$ cat config.mk
export PLATFORM = sky130hd
export DESIGN_NAME = ssm_top
export DESIGN_NICKNAME = d
export VERILOG_FILES = /design/src/pkg/ssm_pkg.sv /design/src/ssm_timer.sv /design/src/ssm_decode.sv /design/src/ssm_top.sv
export SDC_FILE = /design/constraint.sdc
export NUM_CORES = 1
export LEC_CHECK = 0
export ABC_AREA = 0
export BUFFER_PORTS_ARGS = -buffer_cell sky130_fd_sc_hd__buf_2
export CAP_MARGIN = 10
export CORE_ASPECT_RATIO = 1.2
export CORE_MARGIN = 2
export CORE_UTILIZATION = 57
export DETAILED_ROUTE_END_ITERATION = 8
export HOLD_SLACK_MARGIN = 0.05
export PLACE_DENSITY = 0.81
export REMOVE_ABC_BUFFERS = 1
export SYNTH_ARGS = -nofsm -noshare
export SYNTH_HDL_FRONTEND = slang
export SYNTH_SLANG_ARGS = --single-unit
$ cat constraint.sdc
create_clock -name clock -period 3.6 [get_ports clock]
set_clock_uncertainty 0.2 [all_clocks]
set_input_delay 0.18 -clock clock [delete_from_list [all_inputs] [get_ports clock]]
set_output_delay 0.18 -clock clock [all_outputs]
set_load 0.01 [all_outputs]
$ cat src/pkg/ssm_pkg.sv
package ssm_pkg;
	localparam int CLK_KHZ = 10000;
	localparam int CNT_W = 12;
	localparam int ADDR_W = 8;
	localparam int DATA_W = 32;

	// Times in ns, cycles derived
	localparam int FAST_SETTLE_NS = 2000;
	localparam int SLOW_SETTLE_NS = 150000;
	localparam int WAKE_WINDOW_NS = 1000;
	localparam int CORE_RISE_NS = 50000;
	localparam logic [CNT_W-1:0] FAST_SETTLE_CYC =
		CNT_W'((FAST_SETTLE_NS * CLK_KHZ / 1000 + 999) / 1000);
	localparam logic [CNT_W-1:0] SLOW_SETTLE_CYC =
		CNT_W'((SLOW_SETTLE_NS * CLK_KHZ / 1000 + 999) / 1000);
	localparam logic [CNT_W-1:0] WAKE_WINDOW_CYC =
		CNT_W'(WAKE_WINDOW_NS * CLK_KHZ / 1000 / 1000);
	localparam int CORE_RISE_CYC = (CORE_RISE_NS * CLK_KHZ / 1000 + 999) / 1000;

	// Register offsets
	localparam logic [ADDR_W-1:0] OFS_CORE_CTRL = 8'h00;
	localparam logic [ADDR_W-1:0] OFS_IO_CTRL = 8'h04;
	localparam logic [ADDR_W-1:0] OFS_FLAG = 8'h08;
	localparam logic [ADDR_W-1:0] OFS_EVT = 8'h0c;
	localparam logic [ADDR_W-1:0] OFS_MASK = 8'h10;
	localparam logic [ADDR_W-1:0] OFS_STATE = 8'h14;

	// Side control field positions
	localparam int CTL_SUP_EN = 0;
	localparam int CTL_KEEP = 1;
	localparam int CTL_SUP_FP = 2;
	localparam int CTL_MON_EN = 3;
	localparam int CTL_MON_FP = 4;
	localparam int CTL_AUTO = 5;
	localparam int CTL_W = 6;
	localparam logic [CTL_W-1:0] CTL_RESET = 6'h00;

	// Event bits
	localparam int EVT_CORE_DONE = 0;
	localparam int EVT_IO_DONE = 1;
	localparam int EVT_WAKE_MISS = 2;
	localparam int EVT_LEVEL_RST = 3;
	localparam int EVT_W = 4;
	localparam logic [EVT_W-1:0] EVT_RESET = 4'h0;

	typedef enum logic [1:0] {MON_OFF, MON_NORMAL, MON_FULL} ssm_mon_t;
	typedef enum logic [2:0] {M_RUN, M_LIGHT, M_DEEP, M_WAKE, M_STUCK} ssm_mode_t;
endpackage : ssm_pkg

$ cat src/ssm_timer.sv
`timescale 1ns/1ns
module ssm_timer import ssm_pkg::*; #(
	parameter int W = CNT_W
) (
	// Clock and control
	input wire logic clock,
	input wire logic rst,
	input wire logic ce,
	// Load and status
	input wire logic load,
	input wire logic [W-1:0] load_val,
	output logic busy,
	output logic done
);
	logic [W-1:0] cnt_q, cnt_d;

	always_comb begin
		cnt_d = cnt_q;
		if (load) begin
			cnt_d = load_val;
		end else if (cnt_q != '0) begin
			cnt_d = cnt_q - W'(1);
		end
	end

	always_ff @(posedge clock) begin
		if (rst) begin
			cnt_q <= '0;
		end else if (ce) begin
			cnt_q <= cnt_d;
		end
	end

	assign busy = (cnt_q != '0);
	// Reload on the last count wins; done only for a true expiry
	assign done = ce && !load && (cnt_q == W'(1));
endmodule : ssm_timer

$ cat src/ssm_decode.sv
`timescale 1ns/1ns
module ssm_decode import ssm_pkg::*; (
	// Side control bits
	input wire logic [CTL_W-1:0] ctl,
	input wire logic deep,
	// Decoded states
	output ssm_mon_t sup_state,
	output ssm_mon_t mon_state
);
	ssm_mon_t sup_act, mon_act;

	always_comb begin
		sup_act = ctl[CTL_SUP_FP] ? MON_FULL : MON_NORMAL;
		mon_act = ctl[CTL_MON_FP] ? MON_FULL : MON_NORMAL;
		sup_state = MON_OFF;
		mon_state = MON_OFF;
		if (ctl[CTL_SUP_EN]) begin
			if (!deep) begin
				sup_state = sup_act;
			end else if (ctl[CTL_KEEP]) begin
				if (!ctl[CTL_AUTO]) begin
					sup_state = sup_act;
				end else if (ctl[CTL_SUP_FP]) begin
					sup_state = MON_NORMAL;
				end
			end
		end
		if (ctl[CTL_MON_EN]) begin
			if (!deep || !ctl[CTL_AUTO]) begin
				mon_state = mon_act;
			end else if (ctl[CTL_MON_FP]) begin
				mon_state = MON_NORMAL;
			end
		end
	end
endmodule : ssm_decode

$ cat src/ssm_top.sv
// Design decisions made here: strobed register access and the register offsets.
`timescale 1ns/1ns
module ssm_top import ssm_pkg::*; #(
	parameter int RISE_CYC = CORE_RISE_CYC
) (
	// Clock, reset, enable
	input wire logic clock,
	input wire logic rst,
	input wire logic ce,
	// Register port
	input wire logic [ADDR_W-1:0] addr,
	input wire logic [DATA_W-1:0] wr_data,
	input wire logic wr_en,
	input wire logic rd_en,
	output logic [DATA_W-1:0] rd_data,
	// Power mode requests
	input wire logic light_sleep_req,
	input wire logic deep_sleep_req,
	input wire logic isr_exit_sleep,
	input wire logic wake_irq,
	input wire logic core_level_raise,
	input wire logic soft_power_up_clear,
	// Status outputs
	output ssm_mode_t power_mode,
	output ssm_mon_t core_sup_state,
	output ssm_mon_t core_mon_state,
	output ssm_mon_t io_sup_state,
	output ssm_mon_t io_mon_state,
	output logic wake_slow,
	output logic at_risk,
	output logic core_pending,
	output logic io_pending,
	output logic device_stuck,
	output logic level_reset,
	output logic irq
);
	localparam logic [CNT_W-1:0] RISE_LOAD = CNT_W'(RISE_CYC);

	logic [CTL_W-1:0] core_ctl_q, core_ctl_d, io_ctl_q, io_ctl_d;
	logic [EVT_W-1:0] evt_q, evt_d, mask_q, mask_d, evt_set;
	logic [DATA_W-1:0] rd_q, rd_d;
	logic irq_q, irq_d;
	ssm_mode_t mode_q, mode_d;
	logic [CNT_W-1:0] win_q, win_d, wake_q, wake_d;
	logic hazard_q, hazard_d;
	logic rst_pulse_q, rst_pulse_d;
	logic stuck_q, stuck_d;
	ssm_mon_t c_sup, c_mon, i_sup, i_mon;
	ssm_mon_t c_sup_q, c_mon_q, i_sup_q, i_mon_q;
	logic slow_q, slow_d, risk_q, risk_d;
	logic cpend_q, ipend_q;
	logic wr_core, wr_io, deep;
	logic core_busy, core_done, io_busy, io_done, rise_busy;
	logic core_load, rise_start, entry;

	function automatic logic [CNT_W-1:0] settle_cyc(input logic full_perf);
		settle_cyc = full_perf ? FAST_SETTLE_CYC : SLOW_SETTLE_CYC;
	endfunction : settle_cyc

	function automatic logic risk_of(input logic [CTL_W-1:0] c, input logic [CTL_W-1:0] h);
		logic core_fast, io_sup_hit, io_mon_hit;
		core_fast = !c[CTL_SUP_EN] || c[CTL_SUP_FP] || !c[CTL_MON_EN] || c[CTL_MON_FP];
		io_sup_hit = h[CTL_SUP_EN] && !h[CTL_SUP_FP] && (!h[CTL_KEEP] || h[CTL_AUTO]);
		io_mon_hit = h[CTL_MON_EN] && !h[CTL_MON_FP] && h[CTL_AUTO];
		risk_of = core_fast && (io_sup_hit || io_mon_hit);
	endfunction : risk_of

	assign wr_core = wr_en && (addr == OFS_CORE_CTRL);
	assign wr_io = wr_en && (addr == OFS_IO_CTRL);
	assign deep = (mode_q == M_DEEP) || (mode_q == M_STUCK);
	assign rise_start = core_level_raise && !rise_busy;
	assign core_load = wr_core || rise_start;

	ssm_timer #(.W(CNT_W)) u_core_settle (
		.clock(clock),
		.rst(rst),
		.ce(ce),
		.load(core_load),
		.load_val(settle_cyc(core_ctl_d[CTL_SUP_FP])),
		.busy(core_busy),
		.done(core_done)
	);

	ssm_timer #(.W(CNT_W)) u_io_settle (
		.clock(clock),
		.rst(rst),
		.ce(ce),
		.load(wr_io),
		.load_val(settle_cyc(io_ctl_d[CTL_SUP_FP])),
		.busy(io_busy),
		.done(io_done)
	);

	// Models the core rail ramp after a level raise
	ssm_timer #(.W(CNT_W)) u_rise (
		.clock(clock),
		.rst(rst),
		.ce(ce),
		.load(rise_start),
		.load_val(RISE_LOAD),
		.busy(rise_busy),
		.done()
	);

	ssm_decode u_core_dec (
		.ctl(core_ctl_q),
		.deep(deep),
		.sup_state(c_sup),
		.mon_state(c_mon)
	);

	ssm_decode u_io_dec (
		.ctl(io_ctl_q),
		.deep(deep),
		.sup_state(i_sup),
		.mon_state(i_mon)
	);

	// Register file
	always_comb begin
		core_ctl_d = core_ctl_q;
		io_ctl_d = io_ctl_q;
		mask_d = mask_q;
		if (wr_core) begin
			core_ctl_d = wr_data[CTL_W-1:0];
		end
		if (wr_io) begin
			io_ctl_d = wr_data[CTL_W-1:0];
		end
		if (wr_en && (addr == OFS_MASK)) begin
			mask_d = wr_data[EVT_W-1:0];
		end
		evt_set = '0;
		evt_set[EVT_CORE_DONE] = core_done;
		evt_set[EVT_IO_DONE] = io_done;
		evt_set[EVT_WAKE_MISS] = (mode_d == M_STUCK) && (mode_q != M_STUCK);
		evt_set[EVT_LEVEL_RST] = rst_pulse_d;
		evt_d = evt_q;
		if (wr_en && (addr == OFS_EVT)) begin
			evt_d = evt_q & ~wr_data[EVT_W-1:0];
		end
		// Set beats a same-cycle clear
		evt_d = evt_d | evt_set;
		irq_d = |(evt_d & mask_d);
		rd_d = '0;
		if (rd_en) begin
			unique case (addr)
				OFS_CORE_CTRL: rd_d[CTL_W-1:0] = core_ctl_q;
				OFS_IO_CTRL: rd_d[CTL_W-1:0] = io_ctl_q;
				OFS_FLAG: rd_d[1:0] = {io_busy, core_busy};
				OFS_EVT: rd_d[EVT_W-1:0] = evt_q;
				OFS_MASK: rd_d[EVT_W-1:0] = mask_q;
				OFS_STATE: rd_d[10:0] = {risk_q, slow_q, i_mon_q, i_sup_q, c_mon_q,
					c_sup_q, 1'b0};
				default: rd_d = '0;
			endcase
		end
	end

	always_ff @(posedge clock) begin
		if (rst) begin
			core_ctl_q <= CTL_RESET;
			io_ctl_q <= CTL_RESET;
			evt_q <= EVT_RESET;
			mask_q <= EVT_RESET;
			rd_q <= '0;
			irq_q <= 1'b0;
		end else if (ce) begin
			core_ctl_q <= core_ctl_d;
			io_ctl_q <= io_ctl_d;
			evt_q <= evt_d;
			mask_q <= mask_d;
			rd_q <= rd_d;
			irq_q <= irq_d;
		end
	end

	// Power mode sequencing
	always_comb begin
		mode_d = mode_q;
		win_d = (win_q != '0) ? win_q - CNT_W'(1) : win_q;
		wake_d = (wake_q != '0) ? wake_q - CNT_W'(1) : wake_q;
		hazard_d = hazard_q;
		entry = (deep_sleep_req || isr_exit_sleep)
			&& ((mode_q == M_RUN) || (mode_q == M_LIGHT));
		unique case (mode_q)
			M_RUN: begin
				if (light_sleep_req && !entry) begin
					mode_d = M_LIGHT;
				end
			end
			M_LIGHT: begin
				if (wake_irq && !entry) begin
					mode_d = M_RUN;
				end
			end
			M_DEEP: begin
				if (wake_irq) begin
					if (hazard_q && (win_q != '0)) begin
						mode_d = M_STUCK;
					end else begin
						mode_d = M_WAKE;
						wake_d = settle_cyc(!slow_q);
					end
				end
			end
			M_WAKE: begin
				if (wake_q <= CNT_W'(1)) begin
					mode_d = M_RUN;
				end
			end
			M_STUCK: begin
				// Only a clear from outside recovers, wake interrupts are lost
				if (soft_power_up_clear) begin
					mode_d = M_RUN;
				end
			end
		endcase
		if (entry) begin
			mode_d = M_DEEP;
			win_d = WAKE_WINDOW_CYC;
			// Entering with settling unfinished is as risky as a bad setup
			hazard_d = risk_q || core_busy || io_busy;
		end
		slow_d = core_ctl_q[CTL_MON_EN] && !core_ctl_q[CTL_MON_FP];
		risk_d = risk_of(core_ctl_q, io_ctl_q);
		// Short window expires before the ramp ends
		rst_pulse_d = core_done && rise_busy && core_ctl_q[CTL_SUP_FP];
		// Registered so the stuck pin never glitches on a mode decode
		stuck_d = (mode_d == M_STUCK);
	end

	always_ff @(posedge clock) begin
		if (rst) begin
			mode_q <= M_RUN;
			win_q <= '0;
			wake_q <= '0;
			hazard_q <= 1'b0;
			slow_q <= 1'b0;
			risk_q <= 1'b0;
			rst_pulse_q <= 1'b0;
			stuck_q <= 1'b0;
			c_sup_q <= MON_OFF;
			c_mon_q <= MON_OFF;
			i_sup_q <= MON_OFF;
			i_mon_q <= MON_OFF;
			cpend_q <= 1'b0;
			ipend_q <= 1'b0;
		end else if (ce) begin
			mode_q <= mode_d;
			win_q <= win_d;
			wake_q <= wake_d;
			hazard_q <= hazard_d;
			slow_q <= slow_d;
			risk_q <= risk_d;
			rst_pulse_q <= rst_pulse_d;
			stuck_q <= stuck_d;
			c_sup_q <= c_sup;
			c_mon_q <= c_mon;
			i_sup_q <= i_sup;
			i_mon_q <= i_mon;
			cpend_q <= core_busy;
			ipend_q <= io_busy;
		end
	end

	assign rd_data = rd_q;
	assign power_mode = mode_q;
	assign core_sup_state = c_sup_q;
	assign core_mon_state = c_mon_q;
	assign io_sup_state = i_sup_q;
	assign io_mon_state = i_mon_q;
	assign wake_slow = slow_q;
	assign at_risk = risk_q;
	assign core_pending = cpend_q;
	assign io_pending = ipend_q;
	assign device_stuck = stuck_q;
	assign level_reset = rst_pulse_q;
	assign irq = irq_q;
endmodule : ssm_top

; ---- Yosys cells after proc, flatten, opt, wreduce, memory -nomap -nowiden
; Cells that the tools add are included.
[op_classes]
order_cmp = 1
bitwise_logic = 4
muxes = 52
n_eq_ne = 13
reduce_logical = 67
add_sub_neg = 5
[op_table]
columns = operator, count
row1 = 12-bit 2-to-1 mux, 12
row2 = 12-bit nonzero test, 5
row3 = "12-bit by 1-bit subtractor with 12-bit output, second input constant", 5
row4 = 11-bit 2-to-1 mux, 4
row5 = 2-bit 2-to-1 mux, 16
row6 = 3-bit 2-to-1 mux, 9
row7 = "12-bit by 1-bit equality test with 1-bit output, second input constant", 2
row8 = 1-bit logical AND, 22
row9 = "8-bit by 4-bit equality test with 1-bit output, second input constant", 2
row10 = "8-bit by 5-bit equality test with 1-bit output, second input constant", 2
row11 = 3-bit case mux with 5 select lines, 1
row12 = 2-bit AND reduction, 7
row13 = 1-bit logical NOT, 13
row14 = 1-bit logical OR, 13
row15 = "12-bit by 1-bit <= comparator with 1-bit output, second input constant", 1
row16 = 2-bit case mux with 6 select lines, 1
row17 = 2-bit case mux with 5 select lines, 1
row18 = 4-bit bitwise AND, 2
row19 = "8-bit by 3-bit equality test with 1-bit output, second input constant", 1
row20 = 8-bit logical NOT, 1
row21 = 4-bit 2-to-1 mux, 2
row22 = 2-bit nonzero test, 4
row23 = "3-bit by 2-bit equality test with 1-bit output, second input constant", 2
row24 = "3-bit equality test, second input constant", 2
row25 = other kinds (9), 12
[word_totals]
out_inout_bits = 50
word_cells = 167
ff_bits = 131
input_bits = 51

; ---- Depth between registers and ports, before layout
; Gate-level depths: netlist of the first run.
[logic_depth]
depth_word = 13
ltp_mapped = 9
depth_no_buf = 8

; ---- Hierarchy
; From an unflattened synthesis of the first run, not the netlist that was laid out.
[hier_totals]
hier_cells = 853
hier_area_um2 = 6792.8
[by_module_without_submodules]
columns = mod, area_each_um2, instances, cells_each, seq_area_each_um2
row1 = ssm_top, 3993.8, 1, 475, 1481.4
row2 = ssm_timer, 879.6, 3, 118, 240.2
row3 = ssm_decode, 80.1, 2, 12, 0.0

; ---- Worst setup path after synthesis of the first run
; No wires, ideal clock.
[synth_path]
path_type = flip-flop to flip-flop
from = register wake_q[7]
to = register stuck_q (netlist: device_stuck)
setup_slack_ns = 1.063
arrival_ns = 2.241
stages_incl_launch_ff = 7
period_less_slack_ns = 2.537
t_required_ns = 3.304
path_buffers = 1
setup_ns = 0.096
path_cell_list = dfxtp_1 -> or4_1 -> buf_2 -> or3_1 -> o211a_1 -> or4_1 -> o41ai_2
[synth_via]
elab_chain_cells = 5
[synth_lines]
columns = item, line
row1 = from (decl), ssm_top.sv:44  ; logic [CNT_W-1:0] win_q, win_d, wake_q, wake_d;
row2 = from (signal assigned), ssm_top.sv:252  ; wake_q <= wake_d;
row3 = 12-bit by 1-bit <= comparator with 1-bit output, ssm_top.sv:208  ; if (wake_q <= CNT_W'(1)) begin
row4 = 3-bit 2-to-1 mux, ssm_top.sv:208
row5 = 3-bit case mux with 5 select lines, ssm_top.sv:186  ; unique case (mode_q)
row6 = 3-bit 2-to-1 mux, ssm_top.sv:219  ; if (entry) begin
row7 = 3-bit equality test, ssm_top.sv:230  ; stuck_d = (mode_d == M_STUCK);
row8 = to (signal assigned), ssm_top.sv:257  ; stuck_q <= stuck_d;
row9 = to (decl), ssm_top.sv:47  ; logic stuck_q, stuck_d;
; No other way between the ends.
; A chain may end at the register's enable or synchronous reset.

; ---- Worst setup path in the final report of the first run
[layout_path]
from = register wake_q[7]
to = register wake_q[11]
[layout_via]
elab_chain_cells = 5
elab_cells_between_ends = 6
cone_classes = add/sub: 1 / mux: 4 / reduce/logical: 1
[layout_lines]
columns = item, line
row1 = 12-bit by 1-bit subtractor with 12-bit output / 12-bit nonzero test (equally long branches), ssm_top.sv:182  ; wake_d = (wake_q != '0) ? wake_q - CNT_W'(1) : wake_q;
row2 = 12-bit 2-to-1 mux *, ssm_top.sv:182
row3 = 12-bit 2-to-1 mux, ssm_top.sv:199  ; if (hazard_q && (win_q != '0)) begin
row4 = 12-bit 2-to-1 mux, ssm_top.sv:198  ; if (wake_irq) begin
row5 = 12-bit 2-to-1 mux *, ssm_top.sv:186
; Mark *: on every way between the ends. The rest lies on a longest branch, timed or not.

==> flow_summary.toml, run 1 <==
[sta]
timing.final.hold_violations = 0
finalSetupTns_ns = 0
layout_setup_ws_ns = 0.868
final-max-slew-violation-count = 0
slew_headroom_pct = 44.2
tightest_slew_ns = 0.837
unrepaired_setup_endpoints_after_global_routing = "false"
finalCritPeriodShare_pct = 75.9
finalSetupViolations = 0
achievable_freq_ghz = 0.366
timing.final.crit_period_ns = 2.73

[placed_design]
placement.io_buffers = 53
dp_worst_setup_slack_ns = 0.877
place_hpwl_mm = 10.4
global_placement_routability_congestion = 0.885

[worst_setup_path]
setup.worst_path.class = "reg -> reg"
crit_path_start_kind = "flip-flop"
worst_r2r_path_depth = 6
cp.arrival_ns = 2.76
setup.worst_path.start = "wake_q[7]"
reg2reg_capture_point = "wake_q[11]"
critical_path_peak_fanout = 7
worstReg2RegStart = "wake_q[7]"
reg2reg_slack_ns = 0.87
crit_path_end_kind = "flip-flop"
critical_path.endpoint = "wake_q[11]"
required_time_of_the_worst_setup_path_ns = 3.63

[finish]
num-nets-final = 863
n_fill_cell = 871
area_delta_synth_final_pct = 11.4
antenna-diode-count = 0
ff_latch_area_sq_mm = 0.00220
multi_input_area_sq_mm = 0.00337
fraction_of_layout_cells_with_a_size_suffix_above_1_pct = 11.3

[yosys]
synth.yosys.warnings = 0
seq_area_frac_synth_pct = 37.4
yosys.cell_types.count = 65
synthArstFlopShare_pct = 0
synth_top_flop_cell = "sky130_fd_sc_hd__dfxtp_1"
postSynthCellCount = 756
netlist_top_cells_area = "sky130_fd_sc_hd__dfxtp_1 (37%), sky130_fd_sc_hd__nor2_1 (5.9%), sky130_fd_sc_hd__a21oi_1 (5.4%)"
postSynthRegisterBits = 110
syn_avg_cell_area_sq_um = 7.78
edff_count_synth = 0
post-synth-top-area-fraction_pct = 37.4
yosys.area.top_type = "sky130_fd_sc_hd__dfxtp_1"
synthesis.area_sq_mm = 0.00588

[global_route]
gr-usage-all-layers_pct = 26.0
first_global_vias = 5374
grt_pass1_wl_mm = 24.3
grt.overflow.total = 0
antenna_found_initial = 0
grt_start_max_net_pins = 52

[power]
power.ir.vdd_worst_uv = 519
cellPowerDensity_mw_per_mm2 = 756
power.leakage_nw = 2.57

[floorplanning]
std_cell_rows = 40
i_o_pin_count = 101
die_h_um = 115
design.core.area_sq_mm = 0.0100
start_util_pct = 58.8
dieArea_sq_mm = 0.0112
die_x_um = 96.7

[routing]
drt.antenna.violating_nets = 0
drt-pass1-iter-count = 5
routed-via-count = 5705
route.detailed.vias_per_inst = 6.15
avgRoutedWirePerCell_um = 15.8
drcViolationCount = 0
route.final.wire_length_mm = 14.6
drt_iter0_markers = 418

[hold_path]
timing.hold.worst.class = "in -> reg"

[clock_network]
cts.clk_slew.worst_paths_ns = 0.07
clockBufferDepth = 2
worstSkewPairLatency_ns = 0.35
cts_max_level = 3
cts_num_sinks = 110
cts_root_buf = "sky130_fd_sc_hd__clkbuf_16"
cts_buffers = 9
clock_tree_from_tritoncts = "built"

[outcome]
outcome = "finished, final reports clean"

[flow_run]
maxCapViolCount = 0
[worst min-delay path by stage]
stage,startpoint,to,cells past startpoint
after detailed placement,irq,irq,2
after floorplan,rst,core_ctl_q[0],1
after CTS,light_sleep_req,device_stuck,4
after global routing,light_sleep_req,device_stuck,4
final,light_sleep_req,device_stuck,4
after global placement,wake_q[6],wake_q[6],2
[flip-flops by register name (all words and copies together) (netlist names), 3 cells and up]
register and cells:
u_core_settle.cnt_q 12, u_rise.cnt_q 12, rd_data 11, u_io_settle.cnt_q 12, win_q 12, io_ctl_q 6, wake_q 12, mask_q 4
power_mode 3, core_ctl_q 6, evt_q 4
[cells by family after synthesis]
kind of cell             after synthesis  synth area share, %
other                                  1               0.0637
XOR/XNOR                              27                 4.02
buffers and inverters                 82                 6.59
adder cells (fa/ha/maj)               13                 2.76
multiplexers                          15                 2.81
AO/OA/AOI/OAI                        177                 19.1
AND/OR/NAND/NOR                      331                 27.3
flip-flops                           110                 37.4
[area by class of cell]
type / count / area share, %
timing repair buffer: 71 / 6.56
tap: 126 / 2.40
clock inverter: 4 / 1.11
sequential: 110 / 33.6
inverter: 23 / 1.32
clock buffer: 10 / 3.65
multi-input combinational: 584 / 51.4
[cells in the mapped netlist, types with 2 or more instances]
library cell	instances
sky130_fd_sc_hd__a221oi_1	2
sky130_fd_sc_hd__nor2b_1	5
sky130_fd_sc_hd__or4_1	6
sky130_fd_sc_hd__o211ai_1	3
sky130_fd_sc_hd__or3b_2	4
sky130_fd_sc_hd__nor3b_1	6
sky130_fd_sc_hd__a211oi_1	11
sky130_fd_sc_hd__nand2b_1	5
sky130_fd_sc_hd__o22ai_1	2
sky130_fd_sc_hd__nand2_1	83
sky130_fd_sc_hd__a31oi_1	14
sky130_fd_sc_hd__a311oi_1	3
sky130_fd_sc_hd__a21oi_1	63
sky130_fd_sc_hd__mux2i_1	12
sky130_fd_sc_hd__a22oi_1	12
sky130_fd_sc_hd__nor4b_1	2
sky130_fd_sc_hd__dfxtp_1	110
sky130_fd_sc_hd__xnor2_1	19
sky130_fd_sc_hd__nor3_1	25
sky130_fd_sc_hd__o31ai_1	2
sky130_fd_sc_hd__a21o_1	3
sky130_fd_sc_hd__and2_1	4
sky130_fd_sc_hd__nand3b_1	2
sky130_fd_sc_hd__clkbuf_1	32
sky130_fd_sc_hd__buf_1	5
sky130_fd_sc_hd__a32oi_1	4
sky130_fd_sc_hd__o21ai_0	34
sky130_fd_sc_hd__o32ai_1	2
sky130_fd_sc_hd__mux2_2	2
sky130_fd_sc_hd__nor2_1	93
sky130_fd_sc_hd__ha_1	13
sky130_fd_sc_hd__or3_1	12
sky130_fd_sc_hd__buf_4	21
sky130_fd_sc_hd__inv_1	22
sky130_fd_sc_hd__nor4bb_1	2
sky130_fd_sc_hd__xor2_1	8
sky130_fd_sc_hd__o41ai_1	2
sky130_fd_sc_hd__nor4_1	15
sky130_fd_sc_hd__and3_1	5
sky130_fd_sc_hd__o21a_1	5
sky130_fd_sc_hd__nand3_1	45
sky130_fd_sc_hd__nand4_1	13
[critical path, stage by stage (launching register included)]
cell and delay [ns]:
sky130_fd_sc_hd__dfxtp_1 0.37, sky130_fd_sc_hd__or4_1 0.67, sky130_fd_sc_hd__o41ai_1 0.82, sky130_fd_sc_hd__or3_1 0.28, sky130_fd_sc_hd__nor3_1 0.08, sky130_fd_sc_hd__xnor2_1 0.14
sky130_fd_sc_hd__nor2_1 0.06
[layer usage]
metal	routed length [um]	track usage [%]	up-vias
li1	-	-	2757
met1	6100	31.2	2723
met2	7460	46.5	194
met3	733	3.95	31
met4	346	11.0	0
met5	0	0	-
[cell usage in the layout (no fill, tap or decap), drive strengths merged, types with 6 or more instances in the layout]
master         n
a31oi         14
nor4          16
nor3          25
nor2          93
a21oi         63
or3           12
clkbuf        10
conb          21
xor2           8
nor3b          6
o21ai         35
buf           64
ha            13
mux2i         12
dfxtp        110
or4            6
nand3         45
a22oi         12
a211oi        11
xnor2         19
inv           22
nand2         83
nand4         13
dlygate4sd3    7
[metrics by stage]
stage          util (%)  total power, W  hold WS [ns]  instance area (sq um)  std cells
3_5_place_dp       61.7         0.00387         0.265                   6170        907
3_3_place_gp       61.7         0.00374         0.260                   6170        907
2_1_floorplan         -         0.00334        0.0491                   5660        717
5_1_grt            65.5         0.00532         0.126                   6560        928
6_report           65.5         0.00496         0.123                   6560        928
4_1_cts            65.5         0.00493         0.105                   6560        928
[repair_timing]
item	CTS	global route
endpoints found under the setup margin	0	0
hold endpoints to repair	20	0
resized for setup	0	0
hold buffers	7	0
setup buffers	0	0
[report_power, final]
| group | switching (W) | internal, W | leakage [nW] |
|---|---|---|---|
| sequential | 0.000284 | 0.00148 | 0.897 |
| clock | 0.000428 | 0.000620 | 0.150 |
| combinational | 0.00127 | 0.000870 | 1.52 |
| total | 0.00198 | 0.00297 | 2.57 |
(Power assumes the default switching activity.)
==> inputs of run 2 (changes only) <==
--- a/config.mk
+++ b/config.mk
@@ -10,10 +10,10 @@
 export CAP_MARGIN = 10
 export CORE_ASPECT_RATIO = 1.2
 export CORE_MARGIN = 2
-export CORE_UTILIZATION = 57
+export CORE_UTILIZATION = 51
 export DETAILED_ROUTE_END_ITERATION = 8
 export HOLD_SLACK_MARGIN = 0.05
-export PLACE_DENSITY = 0.81
+export PLACE_DENSITY = 0.76
 export REMOVE_ABC_BUFFERS = 1
 export SYNTH_ARGS = -nofsm -noshare
 export SYNTH_HDL_FRONTEND = slang
==> constraint.sdc (replaced) <==
create_clock -name clock -period 2.23 [get_ports clock]
set_clock_uncertainty 0.2 [all_clocks]
set_input_delay 0.1115 -clock clock [delete_from_list [all_inputs] [get_ports clock]]
set_output_delay 0.1115 -clock clock [all_outputs]
set_load 0.01 [all_outputs]
==> run 2 against run 1 <==
  * Final cell count increased by 11%
  * Fmax increased by 10%
  * Combinational power increased by 140%
  * The flow now finishes with violations (negative setup slack)
  * Critical path depth decreased by 1
  * Highest routed layer unchanged
  * Critical endpoint is now device_stuck
==> flow_summary.toml, run 2 (same netlist as run 1, synthesis figures left out) <==
[floorplanning]
die_h_um = 122
std_cell_rows = 42
die_x_um = 102
i_o_pin_count = 101
start_util_pct = 52.8
dieArea_sq_mm = 0.0124
design.core.area_sq_mm = 0.0111

[global_route]
antenna_found_initial = 1
first_global_vias = 5840
grt_pass1_wl_mm = 27.0
gr-usage-all-layers_pct = 27.1
grt.overflow.total = 0
grt_start_max_net_pins = 63

[routing]
route.final.wire_length_mm = 17.4
avgRoutedWirePerCell_um = 16.8
drcViolationCount = 0
routed-via-count = 6197
route.detailed.vias_per_inst = 6.01
drt_iter0_markers = 435
drt.antenna.violating_nets = 0
drt-pass1-iter-count = 6

[sta]
achievable_freq_ghz = 0.404
finalCritPeriodShare_pct = 111
tightest_slew_ns = 0.551
layout_setup_ws_ns = -0.246
timing.final.hold_violations = 0
slew_headroom_pct = 63.0
unrepaired_setup_endpoints_after_global_routing = "true"
timing.final.crit_period_ns = 2.48
final-max-slew-violation-count = 0
finalSetupViolations = 15

[finish]
ff_latch_area_sq_mm = 0.00221
final_util_pct = 67.1
layout.cells.most_common_list = "sky130_fd_sc_hd__dfxtp_1 (105), sky130_fd_sc_hd__nor2_1 (90), sky130_fd_sc_hd__nand2_1 (80)"
commonest_non_fill_non_tap_cell_in_the_layout = "sky130_fd_sc_hd__dfxtp_1"
n_fill_cell = 923
multi_input_area_sq_mm = 0.00368
final-instance-count-excl-fill = 1031
fraction_of_layout_cells_with_a_size_suffix_above_1_pct = 24.2
num-nets-final = 937
area_delta_synth_final_pct = 27.0

[hold_path]
timing.hold.worst.class = "in -> reg"

[power]
power.leakage_nw = 2.98
cellPowerDensity_mw_per_mm2 = 1250
power.ir.vdd_worst_uv = 699

[placed_design]
post-place-cells = 993
placement.io_buffers = 53
global_placement_routability_congestion = 0.938
dp_worst_setup_slack_ns = -0.244
place_hpwl_mm = 11.6

[clock_network]
cts_max_level = 3
cts_buffers = 9
cts.clk_slew.worst_paths_ns = 0.07
worstSkewPairLatency_ns = 0.35
cts_root_buf = "sky130_fd_sc_hd__clkbuf_16"
clock_tree_from_tritoncts = "built"
cts_num_sinks = 110
clockBufferDepth = 2

[worst_setup_path]
cp.arrival_ns = 2.54
crit_path_end_kind = "flip-flop"
setup.worst_path.class = "reg -> reg"
cpPeakStageDelay_ns = 0.54
critical_path.cell_chain = "or4_4 -> or3_4 -> o211a_1 -> or4_4 -> o41ai_2"
timing.critical_path.mode_cell = "sky130_fd_sc_hd__or4_4"
worst_path_buffer_plus_inverter_count = 0
reg2reg_slack_ns = -0.25
timing.critical_path.max_delay_family = "simple AND/OR/NAND/NOR gates"
required_time_of_the_worst_setup_path_ns = 2.29
crit_path_start_kind = "flip-flop"
slowest_stage = "sky130_fd_sc_hd__or4_4"
critical_path_peak_fanout = 2

[outcome]
outcome = "complete, but fails checks"
violated_checks = "negative setup slack"

[flow_run]
maxCapViolCount = 0
==> run 2: routing by layer <==
metal | vias up | part of all wire (%) | global-route usage [%]
met5 | - | 0 | 0
met4 | 0 | 4.3 | 15.0
met3 | 58 | 6.0 | 3.50
met2 | 255 | 51 | 45.9
met1 | 2982 | 39 | 33.1
li1 | 2902 | - | -
==> run 2: cell type report <==
type / instances / area share [%]
well taps: 154 / 2.58
flip-flops and latches: 110 / 29.6
diodes: 1 / 0.0335
clock buffers: 10 / 3.06
multi-input cells: 584 / 49.2
inverters: 23 / 1.19
clock inverters: 4 / 0.352
repair buffers: 145 / 14.0
==> run 2: final timing paths <==
kind | start | endpoint | cells after the start
max | wake_q[7] | device_stuck | 5
min | addr[4] | rd_data[0] | 5
max reg2reg | wake_q[7] | device_stuck | 5
min reg2reg | io_pending | io_pending | 2
==> run 2: timing repair <==
action,in CTS,in global routing
setup endpoints to repair,29,45
gates cloned,0,0
gates resized for setup,24,53
hold buffers,10,0
endpoints found under the hold margin,25,0
setup buffers,5,11
pin swaps,9,36
==> run 2: worst min-delay path, cell delays in order <==
cell and delay [ns]:
sky130_fd_sc_hd__buf_2 0.15, sky130_fd_sc_hd__or3b_2 0.15, sky130_fd_sc_hd__o32ai_1 0.07, sky130_fd_sc_hd__nand3_1 0.08, sky130_fd_sc_hd__a21oi_1 0.06
==> run 2: where the power goes <==
group	leakage, nW	internal [W]	switching [W]
registers	0.899	0.00240	0.000448
logic	1.96	0.00239	0.00266
clock network	0.124	0.000744	0.000711
==> run 2: stage by stage <==
step	hold slack (ns)	instance area (sq um)	power (W)	TNS [ns]
6_report	0.121	7470	0.00935	-1.02
5_1_grt	0.150	7470	0.00996	-2.38
4_1_cts	0.0970	7180	0.00875	-0.274
3_5_place_dp	0.209	6680	0.00696	-2.43
3_3_place_gp	0.198	6680	0.00672	-1.07
2_1_floorplan	-0.0194	5660	0.00539	-5.85
==> inputs of run 3 (changes only) <==
--- a/config.mk
+++ b/config.mk
@@ -10,10 +10,10 @@
 export CAP_MARGIN = 10
 export CORE_ASPECT_RATIO = 1.2
 export CORE_MARGIN = 2
-export CORE_UTILIZATION = 51
+export CORE_UTILIZATION = 57
 export DETAILED_ROUTE_END_ITERATION = 8
 export HOLD_SLACK_MARGIN = 0.05
-export PLACE_DENSITY = 0.76
+export PLACE_DENSITY = 0.81
 export REMOVE_ABC_BUFFERS = 1
 export SYNTH_ARGS = -nofsm -noshare
 export SYNTH_HDL_FRONTEND = slang
==> constraint.sdc (replaced) <==
create_clock -name clock -period 2.6 [get_ports clock]
set_clock_uncertainty 0.2 [all_clocks]
set_input_delay 0.13 -clock clock [delete_from_list [all_inputs] [get_ports clock]]
set_output_delay 0.13 -clock clock [all_outputs]
set_load 0.01 [all_outputs]
==> run 3 against run 2 <==
  * Final cell count fell by 7.8%
  * Sequential cell count did not move
  * First-iteration DRC count fell by 12%
  * Clock power fell by 7%
  * The run now ends clean
  * Non-clock buffer count fell by 53
  * Cell area fell by 9.6%
  * Total power fell by 26%
  * Largest power group unchanged
  * Sequential share of layout area rose by 3.0 points
  * Via count fell by 6.7%
  * Critical path type unchanged
  * Critical endpoint unchanged
==> flow_summary.toml, run 3 (same netlist as run 1, synthesis figures left out) <==
[outcome]
outcome = "finished, final reports clean"

[global_route]
first_global_vias = 5261
grt_pass1_wl_mm = 24.1
antenna_found_initial = 0
grt_start_max_net_pins = 90
grt.overflow.total = 0
gr-usage-all-layers_pct = 25.8

[hold_path]
min_to = "power_mode[2]"
min_path_cells = 5
min_from = "soft_power_up_clear"
timing.hold.worst.class = "in -> reg"

[finish]
commonest_non_fill_non_tap_cell_in_the_layout = "sky130_fd_sc_hd__dfxtp_1"
num-nets-final = 884
final_util_pct = 67.5
fraction_of_layout_cells_with_a_size_suffix_above_1_pct = 13.9
layout.cells.most_common_list = "sky130_fd_sc_hd__dfxtp_1 (110), sky130_fd_sc_hd__nor2_1 (92), sky130_fd_sc_hd__nand2_1 (83)"
area_delta_synth_final_pct = 14.8
antenna-diode-count = 0

[floorplanning]
dieArea_sq_mm = 0.0112
std_cell_rows = 40
i_o_pin_count = 101
design.core.area_sq_mm = 0.0100
die_x_um = 96.7
die_h_um = 115
start_util_pct = 58.8

[worst_setup_path]
cp.arrival_ns = 2.54
crit_path_end_kind = "flip-flop"
setup.worst_path.class = "reg -> reg"
reg2reg_capture_point = "device_stuck"
worstReg2RegStart = "wake_q[8]"
critical_path_peak_fanout = 5
worst_r2r_path_depth = 5
crit_path_start_kind = "flip-flop"
reg2reg_slack_ns = 0.11
required_time_of_the_worst_setup_path_ns = 2.65

[clock_network]
post_cts.repair.setup_buffers = 0
cts_root_buf = "sky130_fd_sc_hd__clkbuf_16"
cts_num_sinks = 110
worstSkewPairLatency_ns = 0.34
cts_buffers = 9
cts.clk_slew.worst_paths_ns = 0.07
clock_tree_from_tritoncts = "built"
cts_max_level = 3
clockBufferDepth = 2

[sta]
timing.final.crit_period_ns = 2.49
finalSetupViolations = 0
unrepaired_setup_endpoints_after_global_routing = "true"
slew_headroom_pct = 58.6
timing.final.hold_violations = 0
layout_setup_ws_ns = 0.106
hold_slack_ns = 0.0717
tightest_slew_ns = 0.617
final-max-slew-violation-count = 0
finalCritPeriodShare_pct = 95.9
achievable_freq_ghz = 0.401

[routing]
route.final.wire_length_mm = 14.9
drt-pass1-iter-count = 7
route.detailed.vias_per_inst = 6.08
avgRoutedWirePerCell_um = 15.6
drt.antenna.violating_nets = 0
drt_iter0_markers = 382
drcViolationCount = 0
routed-via-count = 5780

[power]
post-layout-total-power_w = 0.00694
power.ir.vdd_worst_uv = 640
power.leakage_nw = 2.69
cellPowerDensity_mw_per_mm2 = 1030

[placed_design]
dp_worst_setup_slack_ns = 0.0807
placement.io_buffers = 53
place_hpwl_mm = 10.5
global_placement_routability_congestion = 0.909

[flow_run]
maxCapViolCount = 0
run 3: worst max path at each step:
stage,endpoint,cells after the start,slack [ns],startpoint
2_1_floorplan,u_io_settle.cnt_q[11],6,-0.08,addr[5]
3_3_place_gp,device_stuck,5,0.15,wake_q[8]
3_5_place_dp,u_core_settle.cnt_q[10],8,0.08,u_rise.cnt_q[0]
4_1_cts,u_core_settle.cnt_q[10],8,0.03,u_rise.cnt_q[0]
5_1_grt,u_core_settle.cnt_q[8],8,-0.02,u_rise.cnt_q[0]
6_report,device_stuck,5,0.11,wake_q[8]
run 3: per-layer routing:
layer	vias to the layer above	track usage, %	part of all wire (%)
li1	2800	-	-
met2	203	45.9	51
met5	-	0	0
met4	0	9.86	2.1
met3	26	3.89	5.3
met1	2751	31.7	42
run 3: area by class of cell:
| class | instances | area [sq um] |
|---|---|---|
| Clock buffer | 10 | 229 |
| Timing Repair Buffer | 92 | 608 |
| Sequential cell | 110 | 2200 |
| Tap cell | 126 | 158 |
| Inverter | 23 | 86.3 |
| Clock inverter | 6 | 61.3 |
| Fill cell | 837 | 3260 |
| Multi-Input combinational cell | 584 | 3410 |
run 3: through the flow:
step / std cells / TNS [ns] / area [sq um]
after floorplan: 717 / -0.166 / 5660
after global placement: 925 / 0 / 6320
after detailed placement: 925 / 0 / 6320
after CTS: 951 / 0 / 6710
after global routing: 951 / -0.0510 / 6750
final: 951 / 0 / 6750
run 3: critical path, cell delays in order, from the launching register on:
cell and delay, ns:
sky130_fd_sc_hd__dfxtp_1 0.35, sky130_fd_sc_hd__or4_1 0.53, sky130_fd_sc_hd__or3_1 0.38, sky130_fd_sc_hd__o211a_1 0.23, sky130_fd_sc_hd__or4_1 0.52, sky130_fd_sc_hd__o41ai_2 0.19
run 3: report_power, final:
| group | internal, W | switching, W |
|---|---|---|
| Combinational | 0.00135 | 0.00180 |
| Sequential | 0.00205 | 0.000384 |
| Clock | 0.000746 | 0.000609 |
run 3: timing repair:
item                                   in CTS  in global routing
hold buffers                               10                  0
resized for setup                           0                  7
endpoints found under the hold margin      31                  0
setup endpoints to repair                   0                 10
